===== src/radio_regs_map.vh =====
// Constants for the wake, analog control and channel register bank.
// Assumes an SPI slave front end clocked by ref_clk via pin sampling.
`ifndef RADIO_REGS_MAP_VH
`define RADIO_REGS_MAP_VH
`define ADDR_SYN_A        6'h01
`define ADDR_SYN_N        6'h02
`define ADDR_WAKE_EN      6'h1c
`define ADDR_WAKE_STAT    6'h1d
`define ADDR_ANALOG_CTL   6'h20
`define ADDR_CHANNEL      6'h21
`define ADDR_AGC_CTL      6'h2e
`define ADDR_RSSI_CTL     6'h2f
`define ADDR_MID_0        6'h3c
`define ADDR_MID_3        6'h3f
`define RST_WAKE_EN       8'h00
`define RST_WAKE_STAT     8'h01
`define RST_ANALOG_CTL    8'h00
`define RST_CHANNEL       8'h00
`define RST_SYN_A         8'h00
`define RST_SYN_N         8'h00
`define RST_AGC           8'h00
`define MASK_WAKE_EN      8'h01
`define MASK_ANALOG_CTL   8'h67
`define BIT_WAKE          0
`define BIT_SOFT_RST      0
`define BIT_AMP_INV       1
`define BIT_AMP_OE        2
`define BIT_MID_EN        5
`define BIT_AGC_EN        6
`define BIT_AN_SEL        7
`define FREQ_BASE_MHZ     12'd2401
`define READY_CYCLES      4'h8
`define SPI_ADDR_LAST     4'h7
`define SPI_DATA_FIRST    4'h8
`define SPI_DATA_LAST     4'hf
`define MID_VALUE         32'h5a5a_0001
`endif


===== src/pin_sync.v =====
// Two-stage synchroniser for a group of pin inputs.
// Assumes inputs are asynchronous to ref_clk.
`timescale 1ns/1ps
module pin_sync
#(
    parameter W = 1
)
(
    input  wire         ref_clk,
    input  wire         srst,
    input  wire [W-1:0] pin_in,
    output wire [W-1:0] pin_out
);
    reg [W-1:0] meta_q;
    reg [W-1:0] sync_q;
    always @(posedge ref_clk)
    begin
        if (srst)
        begin
            meta_q <= {W{1'b0}};
            sync_q <= {W{1'b0}};
        end
        else
        begin
            meta_q <= pin_in;
            sync_q <= meta_q;
        end
    end
    assign pin_out = sync_q;
endmodule // pin_sync


===== src/spi_slave.v =====
// SPI mode 0 slave: first byte is write flag plus 6-bit address,
// second byte is data. Assumes sck, mosi, ss_n already synchronised.
`timescale 1ns/1ps
`include "radio_regs_map.vh"
module spi_slave
(
    input  wire       ref_clk,
    input  wire       srst,
    input  wire       sck,
    input  wire       mosi,
    input  wire       ss_n,
    input  wire [7:0] rd_data,
    output reg        miso_q,
    output reg        rd_stb_q,
    output reg        wr_stb_q,
    output reg  [5:0] addr_q,
    output reg  [7:0] wr_data_q
);
    reg       sck_q;
    reg [3:0] cnt_q;
    reg [7:0] sh_q;
    reg       wr_q;
    wire      rise = sck & ~sck_q;
    wire      fall = ~sck & sck_q;
    wire [7:0] sh_d = {sh_q[6:0], mosi};
    always @(posedge ref_clk)
    begin
        if (srst)
        begin
            sck_q     <= 1'b0;
            cnt_q     <= 4'h0;
            sh_q      <= 8'h00;
            wr_q      <= 1'b0;
            miso_q    <= 1'b0;
            rd_stb_q  <= 1'b0;
            wr_stb_q  <= 1'b0;
            addr_q    <= 6'h00;
            wr_data_q <= 8'h00;
        end
        else
        begin
            sck_q    <= sck;
            rd_stb_q <= 1'b0;
            wr_stb_q <= 1'b0;
            // Load read data once the new address has settled
            if (rd_stb_q)
                sh_q <= rd_data;
            if (ss_n)
            begin
                cnt_q  <= 4'h0;
                miso_q <= 1'b0;
            end
            else if (rise)
            begin
                sh_q  <= sh_d;
                cnt_q <= cnt_q + 4'h1;
                if (cnt_q == `SPI_ADDR_LAST)
                begin
                    wr_q   <= sh_d[7];
                    addr_q <= sh_d[5:0];
                    if (!sh_d[7])
                        rd_stb_q <= 1'b1;
                end
                else if (cnt_q == `SPI_DATA_LAST)
                begin
                    if (wr_q)
                    begin
                        wr_stb_q  <= 1'b1;
                        wr_data_q <= sh_d;
                    end
                end
            end
            else if (fall && cnt_q >= `SPI_DATA_FIRST)
                miso_q <= sh_q[7];
        end
    end
endmodule // spi_slave


===== src/radio_wake_analog_channel_regs.v =====
// Wake, analog control and channel register bank behind SPI.
// Assumes ref_clk at 125 MHz; all pins are asynchronous.
`timescale 1ns/1ps
`include "radio_regs_map.vh"
module radio_wake_analog_channel_regs
(
    input  wire        ref_clk,
    input  wire        srst,
    input  wire        power_down_pin,
    input  wire        spi_sck,
    input  wire        spi_mosi,
    input  wire        spi_ss_n,
    input  wire        tx_active,
    output reg         spi_miso_q,
    output reg         wake_irq_q,
    output reg         amp_control_pin_q,
    output reg         amp_output_enable_q,
    output reg         agc_reg_ctl_q,
    output reg         mid_enable_q,
    output reg         use_counters_q,
    output reg  [7:0]  syn_a_q,
    output reg  [7:0]  syn_n_q,
    output reg  [11:0] synth_mhz_q
);
    wire [4:0] pins_s;
    wire       pd_s   = pins_s[0];
    wire       sck_s  = pins_s[1];
    wire       mosi_s = pins_s[2];
    wire       ss_n_s = pins_s[3];
    wire       tx_s   = pins_s[4];
    pin_sync #(.W(5)) u_sync
    (
        .ref_clk (ref_clk),
        .srst    (srst),
        .pin_in  ({tx_active, spi_ss_n, spi_mosi, spi_sck, power_down_pin}),
        .pin_out (pins_s)
    );

    wire       miso;
    wire       rd_stb;
    wire       wr_stb;
    wire [5:0] addr;
    wire [7:0] wdata;
    reg  [7:0] rdata;
    spi_slave u_spi
    (
        .ref_clk   (ref_clk),
        .srst      (srst),
        .sck       (sck_s),
        .mosi      (mosi_s),
        .ss_n      (ss_n_s),
        .rd_data   (rdata),
        .miso_q    (miso),
        .rd_stb_q  (rd_stb),
        .wr_stb_q  (wr_stb),
        .addr_q    (addr),
        .wr_data_q (wdata)
    );

    reg  [7:0] wake_en_q;
    reg        wake_pend_q;
    reg  [7:0] analog_q;
    reg  [7:0] channel_q;
    reg  [7:0] agc_q;
    reg  [7:0] rssi_ctl_q;
    reg        pd_q;
    reg        pd_seen_q;
    reg  [3:0] ready_cnt_q;
    reg  [7:0] syn_a_r;
    reg  [7:0] syn_n_r;

    localparam [7:0] WAKE_STAT_RST = `RST_WAKE_STAT;

    wire soft_rst = wr_stb && addr == `ADDR_ANALOG_CTL
                    && wdata[`BIT_SOFT_RST];
    wire regs_rst = srst | soft_rst;
    wire wr_en    = wr_stb & ~soft_rst;

    // Wake event after power-down release and ready delay
    wire wake_evt = pd_seen_q && ready_cnt_q == `READY_CYCLES;
    wire stat_rd  = rd_stb && addr == `ADDR_WAKE_STAT;

    always @(posedge ref_clk)
    begin
        if (srst)
        begin
            pd_q        <= 1'b0;
            pd_seen_q   <= 1'b0;
            ready_cnt_q <= 4'h0;
        end
        else
        begin
            pd_q <= pd_s;
            if (pd_s)
            begin
                pd_seen_q   <= 1'b0;
                ready_cnt_q <= 4'h0;
            end
            else if (pd_q)
                pd_seen_q <= 1'b1;
            else if (pd_seen_q)
            begin
                if (ready_cnt_q == `READY_CYCLES)
                    pd_seen_q <= 1'b0;
                else
                    ready_cnt_q <= ready_cnt_q + 4'h1;
            end
            else
                ready_cnt_q <= 4'h0;
        end
    end

    always @(posedge ref_clk)
    begin
        if (regs_rst)
        begin
            wake_en_q   <= `RST_WAKE_EN;
            wake_pend_q <= WAKE_STAT_RST[`BIT_WAKE];
            analog_q    <= `RST_ANALOG_CTL;
            channel_q   <= `RST_CHANNEL;
            syn_a_r     <= `RST_SYN_A;
            syn_n_r     <= `RST_SYN_N;
            agc_q       <= `RST_AGC;
            rssi_ctl_q  <= `RST_AGC;
        end
        else
        begin
            // Set wins over read clear
            if (wake_evt)
                wake_pend_q <= 1'b1;
            else if (stat_rd)
                wake_pend_q <= 1'b0;
            if (wr_en)
            begin
                case (addr)
                    `ADDR_WAKE_EN:
                        wake_en_q <= wdata & `MASK_WAKE_EN;
                    `ADDR_ANALOG_CTL:
                        analog_q <= wdata & `MASK_ANALOG_CTL;
                    `ADDR_CHANNEL:
                        channel_q <= wdata;
                    `ADDR_SYN_A:
                        syn_a_r <= wdata;
                    `ADDR_SYN_N:
                        syn_n_r <= wdata;
                    `ADDR_AGC_CTL:
                        if (analog_q[`BIT_AGC_EN])
                            agc_q <= wdata;
                    `ADDR_RSSI_CTL:
                        if (analog_q[`BIT_AGC_EN])
                            rssi_ctl_q <= wdata;
                    default:
                        wake_en_q <= wake_en_q;
                endcase
            end
        end
    end

    // Identifier bytes, valid only while the enable bit is set
    localparam [31:0] MID_WORD = `MID_VALUE; // Arbitrary value
    wire [1:0] mid_idx = addr[1:0];
    wire [7:0] mid_byte = MID_WORD[8*mid_idx +: 8];

    always @*
    begin
        rdata = 8'h00;
        case (addr)
            `ADDR_WAKE_EN:    rdata = wake_en_q;
            `ADDR_WAKE_STAT:  rdata = {7'h00, wake_pend_q};
            `ADDR_ANALOG_CTL: rdata = analog_q;
            `ADDR_CHANNEL:    rdata = channel_q;
            `ADDR_SYN_A:      rdata = syn_a_r;
            `ADDR_SYN_N:      rdata = syn_n_r;
            `ADDR_AGC_CTL:    rdata = agc_q;
            `ADDR_RSSI_CTL:   rdata = rssi_ctl_q;
            default:
                if (addr >= `ADDR_MID_0 && analog_q[`BIT_MID_EN])
                    rdata = mid_byte;
                else
                    rdata = 8'h00;
        endcase
    end

    wire       amp_active = tx_s ^ analog_q[`BIT_AMP_INV];
    wire       an_sel     = channel_q[`BIT_AN_SEL];
    wire [11:0] freq_d    = `FREQ_BASE_MHZ + {5'h00, channel_q[6:0]};

    always @(posedge ref_clk)
    begin
        if (srst)
        begin
            spi_miso_q          <= 1'b0;
            wake_irq_q          <= 1'b0;
            amp_control_pin_q   <= 1'b0;
            amp_output_enable_q <= 1'b0;
            agc_reg_ctl_q       <= 1'b0;
            mid_enable_q        <= 1'b0;
            use_counters_q      <= 1'b0;
            syn_a_q             <= 8'h00;
            syn_n_q             <= 8'h00;
            synth_mhz_q         <= 12'h000;
        end
        else
        begin
            spi_miso_q <= miso;
            wake_irq_q <= wake_en_q[`BIT_WAKE] & wake_pend_q;
            amp_output_enable_q <= analog_q[`BIT_AMP_OE];
            amp_control_pin_q   <= analog_q[`BIT_AMP_OE]
                                   & amp_active;
            agc_reg_ctl_q  <= analog_q[`BIT_AGC_EN];
            mid_enable_q   <= analog_q[`BIT_MID_EN];
            use_counters_q <= an_sel;
            syn_a_q        <= syn_a_r;
            syn_n_q        <= syn_n_r;
            if (an_sel)
                synth_mhz_q <= 12'h000;
            else
                synth_mhz_q <= freq_d;
        end
    end
endmodule // radio_wake_analog_channel_regs


===== config.mk =====
export PLATFORM = sky130hd
export DESIGN_NAME = radio_wake_analog_channel_regs
export DESIGN_NICKNAME = d
export VERILOG_FILES = /design/src/pin_sync.v /design/src/spi_slave.v /design/src/radio_wake_analog_channel_regs.v
export VERILOG_INCLUDE_DIRS = /design/src
export SDC_FILE = /design/constraint.sdc
export NUM_CORES = 1
export LEC_CHECK = 0
export ABC_AREA = 1
export ABC_CLOCK_PERIOD_IN_PS = 2200
export BUFFER_PORTS_ARGS = -buffer_cell sky130_fd_sc_hd__buf_2
export CORE_ASPECT_RATIO = 0.7
export CORE_MARGIN = 2
export CORE_UTILIZATION = 34
export DETAILED_ROUTE_END_ITERATION = 8
export PLACE_DENSITY_LB_ADDON = 0.12
export SKIP_LAST_GASP = 1
export SLEW_MARGIN = 20
export SYNTH_ARGS = -nofsm -noshare
export SYNTH_HDL_FRONTEND = slang
export SYNTH_SLANG_ARGS = --single-unit

===== constraint.sdc =====
create_clock -name ref_clk -period 2.2 [get_ports ref_clk]
set_input_delay 0.11 -clock ref_clk [delete_from_list [all_inputs] [get_ports ref_clk]]
set_output_delay 0.11 -clock ref_clk [all_outputs]
set_load 0.01 [all_outputs]

==> flow_summary.ini <==
[run]
cap_violations = 0

[timing]
post-route-min-period_ns = 1.84
fin_crit_sh_pct = 83.8
max_freq_ghz = 0.542
grt_setup_unrepaired = false
slew_violations = 0
tns_ns = 0
slew_headroom_pct = 60.5
hold_viol_final = 0
finalSetupViolations = 0
tightest_slew_ns = 0.589
final.setup_skew_ns = 0.0113

[cts]
insertion_delay_ns = 0.42
numCtsBuffers = 17
cts_root_buf = clkbuf_16
cts.sinks = 126
clock_path_buffers = 2
htree_num_levels = 4
cts.reportedPaths.clkPinSlew_ns = 0.06
cts_resized = 0
cts_tree = built

[grt]
antenna_found_initial = 0
grt_usage_pct = 18.0
grt-ovfl-total = 0
grt_start_max_net_pins = 25
grt_pass1_wl_microns = 21700
grt_pass1_vias = 4053

[power_and_ir_drop]
leakage_nw = 2.49
peakVddDrop_mv = 0.416
pwr_density_cell_nw_per_um2 = 872

[worst_setup_path]
worst-path-max-fanout = 12
crit_buf_inv = 2
worst_r2r_path_depth = 7
path_delay_family = simple AND/OR/NAND/NOR gates
crit_path_end_kind = flop
r2r-end = syn_a_r[0]
cpPeakStageDelay_ns = 0.49
critPathSlowestCell = dfxtp_1
critPathArrivalTime_ns = 2.14
worstPathCellList = inv_1 > nor2_2 > nand3_2 > nor2_4 > inv_2 > o21ai_0 > a21oi_1
cp-start-kind = flop
rrSetupSlack_ns = 0.36
r2r-start = u_spi.addr_q[0]
path_class = flop to flop
cp.required_ns = 2.50

[detailed_routing]
final_antenna_net_count = 0
first_pass_iters = 5
drc = 0
via_per_inst = 4.79
wire_per_inst_microns = 15.1
drt-initial-drc-count = 381
wl_microns = 13800
via_count = 4360

[yosys]
synth_area_sq_um = 5150
ys_seq_elements = 126
yosysUniqueCellTypes = 42
syn_area_per_cell_sq_um = 7.84
netlist_top_cells_count = dfxtp_1 (126), nand2_1 (96), nor2_1 (93), inv_1 (77), a21oi_1 (70)
yosys-top-cells-area = dfxtp_1 (49%), nand2_1 (7.0%), a21oi_1 (6.8%)
netlist_instances = 657
synth-main-ff-cell = dfxtp_1
synth_top_area_share_pct = 49.0
yosys_warnings = 0
yosysSeqAreaShare_pct = 49.0
synth_area_leader_cell = dfxtp_1
async_flop_share_pct = 0
yosysMostFrequentCell = dfxtp_1
synth-edff-count = 0

[worst_hold_path]
hold_depth = 2
hold_end = u_sync.meta_q[3]
hp-class = primary input to flop
hold_path.startpoint = srst

[outcome]
status = finished clean

[finish]
fillers = 1496
antenna_cells = 0
drive_above_1_share_pct = 15.4
area_growth_pct = 19.4
postLayoutCoreUtil_pct = 41.6
nNetsFinal = 715

[die]
die_y_microns = 107
io_pins = 42
rows = 37
die_area_sq_um = 16200
dieWidth_microns = 151
core_sq_um = 14800
start_util_pct = 34.9

[placement]
place_congestion = 0.884
port_buffers = 39
hpwlAfterDp_microns = 9940
[cells in the final DEF, fill, tap and decap left out, types with 17 or more instances in the layout]
master / instances
nand2_1: 96
nand4_1: 23
nor2_1: 93
buf_2: 39
o21ai_0: 56
a21oi_1: 70
inv_1: 77
dfxtp_1: 126
nand3_1: 20
clkbuf_16: 17
[through the flow]
step	cells	cell area, sq um	hold WS, ns	worst slack, ns	power, mW
floorplan	658	5150	0.217	0.662	2.46
global placement	871	5470	0.309	0.343	2.49
detailed placement	871	5470	0.321	0.207	2.50
CTS	908	6130	0.00869	0.187	5.41
global route	911	6150	0.0239	0.203	5.54
finish	911	6150	0.00815	0.356	5.36
[routing by layer]
| metal | wire (microns) | GRT usage, % |
|---|---|---|
| met5 | 0 | 0 |
| met4 | 143 | 5.87 |
| met3 | 1010 | 4.13 |
| met2 | 5550 | 24.8 |
| met1 | 7060 | 27.4 |
[area by class of cell]
class                   instances  area [sq um]  share of cell area, %
flip-flops and latches        126          2520                   41.0
multi-input cells             420          2140                   34.8
clock buffers                  18           429                   6.98
inverters                      85           322                   5.23
repair buffers                 53           313                   5.09
well taps                     195           244                   3.97
clock inverters                14           178                   2.89
[flip-flops by register name, summed over array words and instances (netlist names), 4 cells and up]
register	cells
u_spi.addr_q	6
analog_q	5
syn_a_r	8
synth_mhz_q	9
syn_a_q	8
u_spi.wr_data_q	8
u_spi.sh_q	8
syn_n_r	8
agc_q	8
u_spi.cnt_q	4
channel_q	8
rssi_ctl_q	8
u_sync.pin_out	5
u_sync.meta_q	5
ready_cnt_q	4
syn_n_q	8
[worst max-delay path by stage]
stage                                  from         endpoint  slack (ns)  depth (start not counted)
after detailed placement  u_sync.pin_out[1]  u_spi.addr_q[5]        0.21                          7
after floorplan             u_spi.addr_q[2]         agc_q[0]        0.66                         10
after CTS                 u_sync.pin_out[1]  u_spi.addr_q[5]        0.19                          7
final                       u_spi.addr_q[0]       syn_a_r[0]        0.36                          7
after global placement      u_spi.addr_q[0]    u_spi.sh_q[5]        0.34                          8
after global routing        u_spi.addr_q[4]    rssi_ctl_q[3]        0.20                          6
[logic make-up after synthesis]
| kind of cell | after synthesis | synth area share, % |
|---|---|---|
| buffers and inverters | 112 | 9.50 |
| other | 1 | 0.0728 |
| xor gates and xnor gates | 3 | 0.510 |
| DFF | 126 | 49.0 |
| AOI/OAI and AO/OA | 144 | 14.7 |
| and+or+nand+nor | 266 | 25.0 |
| adders and majority gates | 5 | 1.21 |
[repair_timing]
action,4_1_cts,5_1_grt
buffers inserted,0,3
hold buffers,5,0
endpoints found under the hold margin,5,0
endpoints found under the setup margin,0,4
[worst reg2reg max path: cells and delay by family (launching register included)]
kind | cells | cell delay [ns]
AOI/OAI and AO/OA | 2 | 0.31
buffers and inverters | 2 | 0.27
DFF | 1 | 0.49
and+or+nand+nor | 3 | 0.66
[report_power, final]
group	switching (mW)	leakage (nW)	internal, mW	total (mW)
Clock	1.11	0.296	1.80	2.91
Combinational	0.0861	1.17	0.0458	0.132
Sequential	0.0165	1.02	2.31	2.32
(Power assumes the default switching activity.)
